`config.mk`:
```
export PLATFORM = sky130hd
export DESIGN_NAME = aisc_top
export DESIGN_NICKNAME = d
export VERILOG_FILES = /design/src/design/aisc_pkg.sv /design/src/design/aisc_top.sv /design/src/design/aisc_sticky.sv /design/src/design/aisc_ahb_slave.sv
export SDC_FILE = /design/constraint.sdc
export NUM_CORES = 1
export LEC_CHECK = 0
export BUFFER_PORTS_ARGS = -buffer_cell sky130_fd_sc_hd__buf_2
export CORE_MARGIN = 3
export CORE_UTILIZATION = 35
export CTS_BUF_LIST = sky130_fd_sc_hd__clkbuf_16
export CTS_CLUSTER_SIZE = 10
export DETAILED_ROUTE_END_ITERATION = 6
export GPL_TIMING_DRIVEN = 0
export PLACE_DENSITY_LB_ADDON = 0.08
export SETUP_SLACK_MARGIN = 0.15
export SLEW_MARGIN = 20
export SYNTH_ARGS = -nofsm -noshare
export SYNTH_HDL_FRONTEND = slang
export SYNTH_SLANG_ARGS = --single-unit
```
`constraint.sdc`:
```
create_clock -name hclk -period 5.82 [get_ports hclk]
set_input_delay 0.582 -clock hclk [delete_from_list [all_inputs] [get_ports hclk]]
set_output_delay 0.582 -clock hclk [all_outputs]
set_load 0.05 [all_outputs]
```
`src/design/aisc_pkg.sv`:
```
// Package for the converter masked interrupt status and clear block
package aisc_pkg;

  localparam int AISC_NSEQ = 4;
  localparam int AISC_NSTEP = 8;
  localparam int AISC_STEP_W = 3;
  localparam int AISC_ADDR_W = 12;

  // Register byte offsets
  localparam logic [AISC_ADDR_W-1:0] AISC_OFF_RAW = 12'h004;
  localparam logic [AISC_ADDR_W-1:0] AISC_OFF_MASK = 12'h008;
  localparam logic [AISC_ADDR_W-1:0] AISC_OFF_ISC = 12'h00c;
  localparam logic [AISC_ADDR_W-1:0] AISC_OFF_DCCLR = 12'h034;
  localparam logic [AISC_ADDR_W-1:0] AISC_OFF_STEPEN = 12'h044;

  // Field positions
  localparam int AISC_SEQ_LSB = 0;
  localparam int AISC_CMP_LSB = 16;
  localparam int AISC_DCCLR_BIT = 0;

  // Reset values
  localparam logic [AISC_NSEQ-1:0] AISC_MASK_RST = 4'h0;
  localparam logic [AISC_NSEQ-1:0] AISC_ROUTE_RST = 4'h0;
  localparam logic [31:0] AISC_STEPEN_RST = 32'h00000000;
  localparam logic AISC_FLAG_RST = 1'b0;

  localparam logic [2:0] AISC_HSIZE_WORD = 3'h2;

  typedef struct packed {
    logic wr;
    logic rd;
    logic [AISC_ADDR_W-1:0] addr;
    logic [31:0] wdata;
  } aisc_bus_req_t;

  typedef enum logic [1:0] {AISC_ST_IDLE, AISC_ST_ACCESS, AISC_ST_RESP} aisc_bus_st_t;

endpackage : aisc_pkg

```
`src/design/aisc_top.sv`:
```
// Masked interrupt status and clear logic for the four sample sequencers
`timescale 1ns/1ps
module aisc_top
  import aisc_pkg::*;
#(
  parameter int NSEQ = AISC_NSEQ,
  parameter int NSTEP = AISC_NSTEP
) (
  input wire logic hclk,                              // Clock, 10 MHz
  input wire logic hresetn,                           // Async reset, active low
  input wire logic hsel,                              // AHB select
  input wire logic [31:0] haddr,                      // AHB address
  input wire logic [1:0] htrans,                      // AHB transfer type
  input wire logic hwrite,                            // AHB write
  input wire logic [2:0] hsize,                       // AHB size
  input wire logic [31:0] hwdata,                     // AHB write data
  input wire logic hready,                            // AHB ready in
  output logic hreadyout,                             // AHB ready out
  output logic [31:0] hrdata,                         // AHB read data
  output logic hresp,                                 // AHB response
  input wire logic [NSEQ-1:0] sample_done,            // Sample converted, per sequencer
  input wire logic [NSEQ*AISC_STEP_W-1:0] sample_step, // Step index of that sample
  input wire logic cmp_event,                         // Comparator interrupt event
  output logic [NSEQ-1:0] seq_irq,                    // Level lines to the processor
  output logic irq                                    // Any line active
);

  aisc_bus_req_t req;
  logic [31:0] rdata;

  logic [NSEQ-1:0] mask_ff;
  logic [NSEQ-1:0] nxt_mask;
  logic [NSEQ-1:0] route_ff;
  logic [NSEQ-1:0] nxt_route;
  logic [31:0] stepen_ff;
  logic [31:0] nxt_stepen;

  logic [NSEQ-1:0] raw_sequencer_flag;
  logic raw_comparator_flag;
  logic [NSEQ-1:0] seq_set;
  logic [NSEQ-1:0] seq_clr;
  logic cmp_clr;
  logic route_single;
  logic [NSEQ-1:0] sequencer_masked_status;
  logic [NSEQ-1:0] comparator_masked_status;

  aisc_ahb_slave u_bus (
    .hclk(hclk),
    .hresetn(hresetn),
    .hsel(hsel),
    .haddr(haddr),
    .htrans(htrans),
    .hwrite(hwrite),
    .hsize(hsize),
    .hwdata(hwdata),
    .hready(hready),
    .hreadyout(hreadyout),
    .hrdata(hrdata),
    .hresp(hresp),
    .req(req),
    .rdata(rdata)
  );

  // Raw sequencer flag sets on a completed sample whose step enable is on
  always_comb begin
    for (int i = 0; i < NSEQ; i++) begin
      seq_set[i] = sample_done[i] &
        stepen_ff[i*NSTEP + int'(sample_step[i*AISC_STEP_W +: AISC_STEP_W])];
    end
  end

  // Clear by one regardless of the masked value
  assign seq_clr = (req.wr && req.addr == AISC_OFF_ISC) ?
    req.wdata[AISC_SEQ_LSB +: NSEQ] : '0;
  // Comparator bits of this register are not write targets
  assign cmp_clr = req.wr && (req.addr == AISC_OFF_DCCLR) &&
    req.wdata[AISC_DCCLR_BIT];

  aisc_sticky #(
    .W(NSEQ)
  ) u_seq_flags (
    .hclk(hclk),
    .hresetn(hresetn),
    .set(seq_set),
    .clr(seq_clr),
    .q(raw_sequencer_flag)
  );

  aisc_sticky #(
    .W(1)
  ) u_cmp_flag (
    .hclk(hclk),
    .hresetn(hresetn),
    .set(cmp_event),
    .clr(cmp_clr),
    .q(raw_comparator_flag)
  );

  // Mask, routing and step enable registers
  always_comb begin
    nxt_mask = mask_ff;
    nxt_route = route_ff;
    nxt_stepen = stepen_ff;
    if (req.wr && req.addr == AISC_OFF_MASK) begin
      nxt_mask = req.wdata[AISC_SEQ_LSB +: NSEQ];
      nxt_route = req.wdata[AISC_CMP_LSB +: NSEQ];
    end
    if (req.wr && req.addr == AISC_OFF_STEPEN) begin
      nxt_stepen = req.wdata;
    end
  end

  always_ff @(posedge hclk or negedge hresetn) begin
    if (!hresetn) begin
      mask_ff <= AISC_MASK_RST;
      route_ff <= AISC_ROUTE_RST;
      stepen_ff <= AISC_STEPEN_RST;
    end else begin
      mask_ff <= nxt_mask;
      route_ff <= nxt_route;
      stepen_ff <= nxt_stepen;
    end
  end

  // More than one route bit masks the comparator flag on every line
  assign route_single = ((route_ff & (route_ff - 4'h1)) == 4'h0);

  assign sequencer_masked_status = raw_sequencer_flag & mask_ff;
  assign comparator_masked_status = (raw_comparator_flag && route_single) ?
    route_ff : '0;

  assign seq_irq = sequencer_masked_status | comparator_masked_status;
  assign irq = |seq_irq;

  // Read mux; unused and reserved bits read as zero
  always_comb begin
    rdata = 32'h00000000;
    case (req.addr)
      AISC_OFF_RAW: begin
        rdata[AISC_SEQ_LSB +: NSEQ] = raw_sequencer_flag;
        rdata[AISC_CMP_LSB] = raw_comparator_flag;
      end
      AISC_OFF_MASK: begin
        rdata[AISC_SEQ_LSB +: NSEQ] = mask_ff;
        rdata[AISC_CMP_LSB +: NSEQ] = route_ff;
      end
      AISC_OFF_ISC: begin
        rdata[AISC_SEQ_LSB +: NSEQ] = sequencer_masked_status;
        rdata[AISC_CMP_LSB +: NSEQ] = comparator_masked_status;
      end
      AISC_OFF_STEPEN: begin
        rdata = stepen_ff;
      end
      default: begin
        rdata = 32'h00000000;
      end
    endcase
  end

endmodule : aisc_top

```
`src/design/aisc_sticky.sv`:
```
// Sticky flag bank: a set in the same cycle as a clear wins
`timescale 1ns/1ps
module aisc_sticky
  import aisc_pkg::*;
#(
  parameter int W = 4
) (
  input wire logic hclk,            // Clock
  input wire logic hresetn,         // Async reset, active low
  input wire logic [W-1:0] set,     // Set pulses
  input wire logic [W-1:0] clr,     // Clear pulses
  output logic [W-1:0] q            // Flag levels
);

  logic [W-1:0] flag_ff;
  logic [W-1:0] nxt_flag;

  always_comb begin
    nxt_flag = set | (flag_ff & ~clr);
  end

  always_ff @(posedge hclk or negedge hresetn) begin
    if (!hresetn) begin
      flag_ff <= {W{AISC_FLAG_RST}};
    end else begin
      flag_ff <= nxt_flag;
    end
  end

  assign q = flag_ff;

endmodule : aisc_sticky

```
`src/design/aisc_ahb_slave.sv`:
```
// AHB-Lite slave front end with one wait state per transfer
`timescale 1ns/1ps
module aisc_ahb_slave
  import aisc_pkg::*;
(
  input wire logic hclk,                  // Clock
  input wire logic hresetn,               // Async reset, active low
  input wire logic hsel,                  // Slave select
  input wire logic [31:0] haddr,          // Address
  input wire logic [1:0] htrans,          // Transfer type
  input wire logic hwrite,                // Write when high
  input wire logic [2:0] hsize,           // Transfer size
  input wire logic [31:0] hwdata,         // Write data
  input wire logic hready,                // Bus ready
  output logic hreadyout,                 // Slave ready
  output logic [31:0] hrdata,             // Read data
  output logic hresp,                     // Response, always OKAY
  output aisc_bus_req_t req,              // Register access strobe
  input wire logic [31:0] rdata           // Register read value
);

  aisc_bus_st_t st_ff;
  aisc_bus_st_t nxt_st;
  logic [AISC_ADDR_W-1:0] addr_ff;
  logic [AISC_ADDR_W-1:0] nxt_addr;
  logic wr_ff;
  logic nxt_wr;
  logic ok_ff;
  logic nxt_ok;
  logic [31:0] rdata_ff;
  logic [31:0] nxt_rdata;
  logic take;

  assign take = hsel & htrans[1] & hready;

  always_comb begin
    nxt_st = st_ff;
    nxt_addr = addr_ff;
    nxt_wr = wr_ff;
    nxt_ok = ok_ff;
    nxt_rdata = rdata_ff;
    case (st_ff)
      AISC_ST_IDLE, AISC_ST_RESP: begin
        if (take) begin
          nxt_st = AISC_ST_ACCESS;
          nxt_addr = haddr[AISC_ADDR_W-1:0];
          nxt_wr = hwrite;
          // Only aligned whole words reach the registers
          nxt_ok = (hsize == AISC_HSIZE_WORD) && (haddr[1:0] == 2'h0);
        end else begin
          nxt_st = AISC_ST_IDLE;
        end
      end
      AISC_ST_ACCESS: begin
        nxt_st = AISC_ST_RESP;
        nxt_rdata = (!wr_ff && ok_ff) ? rdata : 32'h00000000;
      end
      default: begin
        nxt_st = AISC_ST_IDLE;
      end
    endcase
  end

  always_ff @(posedge hclk or negedge hresetn) begin
    if (!hresetn) begin
      st_ff <= AISC_ST_IDLE;
      addr_ff <= '0;
      wr_ff <= 1'b0;
      ok_ff <= 1'b0;
      rdata_ff <= 32'h00000000;
    end else begin
      st_ff <= nxt_st;
      addr_ff <= nxt_addr;
      wr_ff <= nxt_wr;
      ok_ff <= nxt_ok;
      rdata_ff <= nxt_rdata;
    end
  end

  always_comb begin
    req.wr = (st_ff == AISC_ST_ACCESS) && wr_ff && ok_ff;
    req.rd = (st_ff == AISC_ST_ACCESS) && !wr_ff && ok_ff;
    req.addr = addr_ff;
    req.wdata = hwdata;
  end

  assign hreadyout = (st_ff != AISC_ST_ACCESS);
  assign hrdata = rdata_ff;
  assign hresp = 1'b0;

endmodule : aisc_ahb_slave

```
# Word-level counts from Yosys, hierarchy flattened
# Cells that the tools add are included.
dict set report op_classes {
  addsub 4
  mul 0
  div_mod_pow 0
  n_lt_le_gt_ge 4
  n_eq_ne 9
  shift 0
  n_mux 21
  n_bitwise 15
  n_reduce_logical 17
}
# operator n
set ops {}
lappend ops {{2-to-1 mux 32 bit} 1}
lappend ops {{== test 12 x 4 -> 1 bit (second input constant)} 2}
lappend ops {{2-to-1 mux 12 bit} 2}
lappend ops {{one-hot mux 4 bit (4 select lines)} 1}
lappend ops {{binary-select mux 1 bit (select 5 bit)} 3}
lappend ops {{adder 5 x 3 -> 6 bit (first input constant)} 2}
lappend ops {{bitwise AND 4 bit} 3}
lappend ops {{== test 12 x 3 -> 1 bit (second input constant)} 1}
lappend ops {{== test 12 x 6 -> 1 bit (second input constant)} 1}
lappend ops {{== test 12 x 7 -> 1 bit (second input constant)} 1}
lappend ops {{less-than comparator 6 bit (second input constant)} 2}
lappend ops {{logical AND 1 bit} 10}
lappend ops {{one-hot mux 3 bit (3 select lines)} 1}
lappend ops {{2-to-1 mux 1 bit} 8}
lappend ops {{2-to-1 mux 4 bit} 2}
lappend ops {{bitwise OR 4 bit} 2}
lappend ops {{bitwise AND 1 bit} 7}
lappend ops {{less-than comparator 3 x 6 -> 1 bit (second input constant)} 1}
lappend ops {{less-than comparator 5 x 6 -> 1 bit (second input constant)} 1}
lappend ops {{adder 4 x 3 -> 5 bit (first input constant)} 1}
lappend ops {{zero test 2 bit} 2}
lappend ops {{zero test 4 bit} 1}
lappend ops {{inverter 4 bit} 1}
lappend ops {{one-hot mux 1 bit (4 select lines)} 1}
lappend ops {{13 further kinds} 13}
dict set report word_totals {
  ff_bits 93
  latch_bits 0
  ramBits 0
  romBits 0
  in_bits 91
  out_inout_bits 39
  word_cells 80
  memories 0
}

# Depth between registers and ports, before layout
dict set report logic_depth {
  word_depth 8
  mapped_depth 6
  mapped_depth_nobuf 4
}

# Cells and area by module
# From an unflattened synthesis, not the netlist that was laid out.
dict set report unflattened {
  hier_cells 343
  hier_area_um2 4649.5
}
# module instances cells_per_inst area_each_um2 seq_area_each_um2
set by_module_without_submodules {}
lappend by_module_without_submodules {aisc_top 1 184 2458.6 1001.0}
lappend by_module_without_submodules {aisc_ahb_slave 1 144 2009.4 1201.2}
lappend by_module_without_submodules {{aisc_sticky (u_seq_flags)} 1 12 145.1 100.1}
lappend by_module_without_submodules {{aisc_sticky (u_cmp_flag)} 1 3 36.3 25.0}

# Least setup slack after synthesis
# OpenSTA, ideal clock, no wires.
dict set report synth_path {
  path_kind {register -> output}
  startpoint {reg route_ff[1]}
  endpoint {out seq_irq[1]}
  arrival_time_ps 2363
  t_required_ps 5238
  setup_slack_ps 2875
  path_stages_with_launch 4
  n_path_buf 1
  path_cell_list {dfrtp_1 > clkbuf_1 > inv_1 > o41ai_1}
}
dict set report synth_between {
  elab_chain_len 6
}
# item line_no
set synth_rtl {}
lappend synth_rtl {{from (decl)} aisc_top.sv:33} ;# logic [NSEQ-1:0] route_ff;
lappend synth_rtl {{from (signal assigned)} aisc_top.sv:120} ;# route_ff <= nxt_route;
lappend synth_rtl {{subtractor 4 x 1 -> 4 bit} aisc_top.sv:126} ;# assign route_single = ((route_ff & (route_ff - 4'h1)) == 4'h0);
lappend synth_rtl {{bitwise AND 4 bit} aisc_top.sv:126}
lappend synth_rtl {{zero test 4 bit} aisc_top.sv:126}
lappend synth_rtl {{logical AND 1 bit} aisc_top.sv:129} ;# assign comparator_masked_status = (raw_comparator_flag && route_single) ?
lappend synth_rtl {{2-to-1 mux 4 bit (*)} aisc_top.sv:129}
lappend synth_rtl {{bitwise OR 4 bit (*)} aisc_top.sv:132} ;# assign seq_irq = sequencer_masked_status | comparator_masked_status;
lappend synth_rtl {{to (decl)} aisc_top.sv:24} ;# output logic [NSEQ-1:0] seq_irq,
# Mark *: on every way between the ends. The rest lies on a longest branch, timed or not.

# Worst setup path after layout
dict set report layout_path {
  startpoint {reg u_bus.st_ff[0]}
  endpoint {out hreadyout}
}
dict set report layout_between {
  elab_chain_len 1
}
# item line_no
set layout_rtl {}
lappend layout_rtl {{from (decl)} aisc_ahb_slave.sv:22} ;# aisc_bus_st_t st_ff;
lappend layout_rtl {{from (signal assigned)} aisc_ahb_slave.sv:72} ;# st_ff <= nxt_st;
lappend layout_rtl {{!= test 2 x 1 -> 1 bit} aisc_ahb_slave.sv:87} ;# assign hreadyout = (st_ff != AISC_ST_ACCESS);
lappend layout_rtl {{to (decl)} aisc_top.sv:18} ;# output logic hreadyout,
# No other way between the ends.

==> results.cfg <==
[power]
power.net_switching_mw = 0.368
report.power.total_mw = 1.45
p_seq_share_pct = 48.7
clkPwrFrac_pct = 39.8
intPower_mw = 1.09
leakage_nw = 2.63
swShare_pct = 25.3
comb_power_share_pct = 11.6
vdd.ir_drop.worst_v = 0.000132
p_per_area_nw_per_um2 = 277

[run]
maxCapViolations = 0

[final_layout]
areaGrowthSynthToFinish_pct = 24.7
nets = 532
drive_gt1_share_pct = 41.9
finish.instance_area_um2 = 5250
num_antenna_cells = 0

[clock_network]
cts-root-buf = clkbuf_16
htreeDepth = 3
cts_hold_buf = 0
cts_resized = 0
clock_latency_ns = 0.34
clock_sinks = 93
cts.clk_slew.worst_paths_ns = 0.07
cts_tree = yes
cts_buffer_depth = 2
post_cts_buffers = 0
cts_buffers = 9

[placement]
place_area_um2 = 4960
dp_hpwl_um = 7860
io_buffers = 107
finalWeightedCongestion = 0.800

[route]
drt_pass1_iterations = 4
route.detailed.drc = 0
vias_per_cell = 5.09
drtIter0Drc = 143
vias = 2996
wl_um = 10400
ant_nets = 0
wl_per_cell_um = 17.7

[floorplan]
rows = 39
start_util_pct = 36.4
io_pins = 130
dieArea_um2 = 13400
core_area_um2 = 11600
dieHeight_um = 116
die_x_um = 116

[hold_path]
hold_path_class = primary input to async pin

[sta]
hold_slack_ns = 0.164
setup_viol = 0
rsz0062_at_grt = no
post-route-min-period_ns = 2.59
hold_viol = 0
slew_headroom_pct = 60.1
worst_slew_pin_slew_ns = 0.594
fin_crit_sh_pct = 44.5
clock_skew_ns = 0.00605
fin_tns_setup_ns = 0
slew_viol_final = 0
max_clock_freq_ghz = 0.386

[logic_synthesis]
syn_nets = 413
ys_warn_count = 0
synth_cell_types = 43
syn_area_per_cell_um2 = 13.1
synth_seq_cells = 93
synth_edf_count = 0
synth_area_um2 = 4210
netlist_instances = 322
synthFlopType = dfrtp_1
async_flop_share_pct = 100
synth_seq_area_share_pct = 55.3

[setup_path]
crit_top_cell = clkbuf_1
max_stage_delay_ns = 0.49
critPathArrivalTime_ns = 2.01
crit_type = flip-flop to primary output
cp_num_cells = 4
ff2ff_setup_slack_ns = 3.51
cp-end-kind = primary output
path_cells = nand2b_1 > clkbuf_1 > clkbuf_1 > buf_2
r2r_cells = 5
crit_fanout = 10
critical_path_buf_inv_count = 3
cp_top_family = buffers and inverters
cp.required_ns = 5.24
cpMaxStageDelayCell = clkbuf_1
critPathLaunchType = flip-flop

[grt]
grt.busiest_layer = met2
grt_remaining_overflow = 0
grt_pass1_wl_um = 16300
use_met2_pct = 24.8
grt_max_degree = 51
met3_usage_pct = 3.60
grtUsageTotal_pct = 16.0
met1_usage_pct = 22.6
antenna_found_initial = 0
grt_pass1_vias = 3016

[status]
status = complete, no violations
[kinds of logic after synthesis]
kind of cell / after synthesis / share of synthesized area, %
compound gates: 59 / 11.0
xor+xnor: 1 / 0.208
buf+inv: 24 / 2.85
flops: 93 / 55.3
mux: 57 / 19.9
other cells: 1 / 0.0891
simple gates: 87 / 10.6
[cell type report]
type                            count  area [um2]
Buffer                             19         101
Fill cell                        1114        6310
Inverter                            5        18.8
Sequential cell                    93        2330
Multi-Input combinational cell    205        1760
Tap cell                          143         179
Clock buffer                        9         225
Timing Repair Buffer              108         569
Clock inverter                      7        67.6
[cells in the mapped netlist, drive strengths merged (4+ instances only)]
cell type | number | share of area [%]
nand2 | 54 | 4.9
a22o | 28 | 5.8
and2 | 4 | 0.59
o21ai | 9 | 1.1
mux4 | 8 | 4.3
nor3 | 4 | 0.48
mux2i | 4 | 0.95
nand4 | 5 | 0.74
dfrtp | 93 | 55
mux2 | 45 | 15
inv | 5 | 0.45
buf | 8 | 1.4
clkbuf | 11 | 0.98
a22oi | 4 | 0.71
o22ai | 4 | 0.59
[path summary, 6_finish.rpt]
check	from	end
max	u_bus.st_ff[0]	hreadyout
min	hresetn	stepen_ff[26]
max reg2reg	u_bus.addr_ff[7]	stepen_ff[20]
min reg2reg	u_bus.hrdata[15]	u_bus.hrdata[15]
max in group asynchronous	hresetn	u_cmp_flag.q
min in group hclk	haddr[4]	u_bus.addr_ff[4]
[stage by stage]
stage	util [%]	instances	setup slack, ns
detailed placement	42.9	573	3.49
floorplan	-	322	2.87
CTS	45.4	589	3.16
global placement	42.6	572	3.19
global route	45.4	589	3.05
finish	45.4	589	3.23
[sequential cells by signal, indices dropped and copies added, names as in the netlist]
| name | flops |
|---|---|
| u_bus.st_ff | 2 |
| u_bus.ok_ff | 1 |
| u_bus.hrdata | 32 |
| u_bus.wr_ff | 1 |
| route_ff | 4 |
| stepen_ff | 32 |
| u_cmp_flag.q | 1 |
| u_seq_flags.q | 4 |
| u_bus.addr_ff | 12 |
| mask_ff | 4 |
[placed cells by master (no fill, tap or decap), types with 3 or more instances in the layout]
master	n
a211oi_1	3
a221o_1	3
a22o_1	28
a22oi_1	4
and2_1	4
buf_2	109
buf_6	4
clkbuf_1	11
clkbuf_16	9
dfrtp_1	93
inv_1	6
mux2_2	15
mux2_4	30
mux2i_1	4
mux4_2	8
nand2_1	53
nand2b_1	3
nand4_1	5
nand4b_1	3
nor2b_1	3
nor3_1	4
o21ai_0	9
o22ai_1	4
[worst register-to-register path: cells and delay by family, from the launching register on]
| family | cells | cell delay, ns |
|---|---|---|
| and+or+nand+nor | 3 | 1.28 |
| muxes | 1 | 0.30 |
| buffers and inverters | 1 | 0.22 |
| DFF | 1 | 0.40 |
[metal layers]
metal / share of wire [%] / routed length [um] / vias up
met3: 4.6 / 477 / 10
met5: 0 / 0 / -
met1: 48 / 4960 / 1487
met4: 1.5 / 156 / 0
met2: 46 / 4840 / 72
li1: - / - / 1427
[power by group through the flow]
stage	combinational, mW	clock [mW]	sequential (mW)
2_1_floorplan	0.104	0	0.710
3_3_place_gp	0.166	0	0.719
3_5_place_dp	0.170	0	0.721
4_1_cts	0.171	0.590	0.708
5_1_grt	0.188	0.617	0.714
6_report	0.168	0.578	0.708
(Power assumes the default switching activity.)
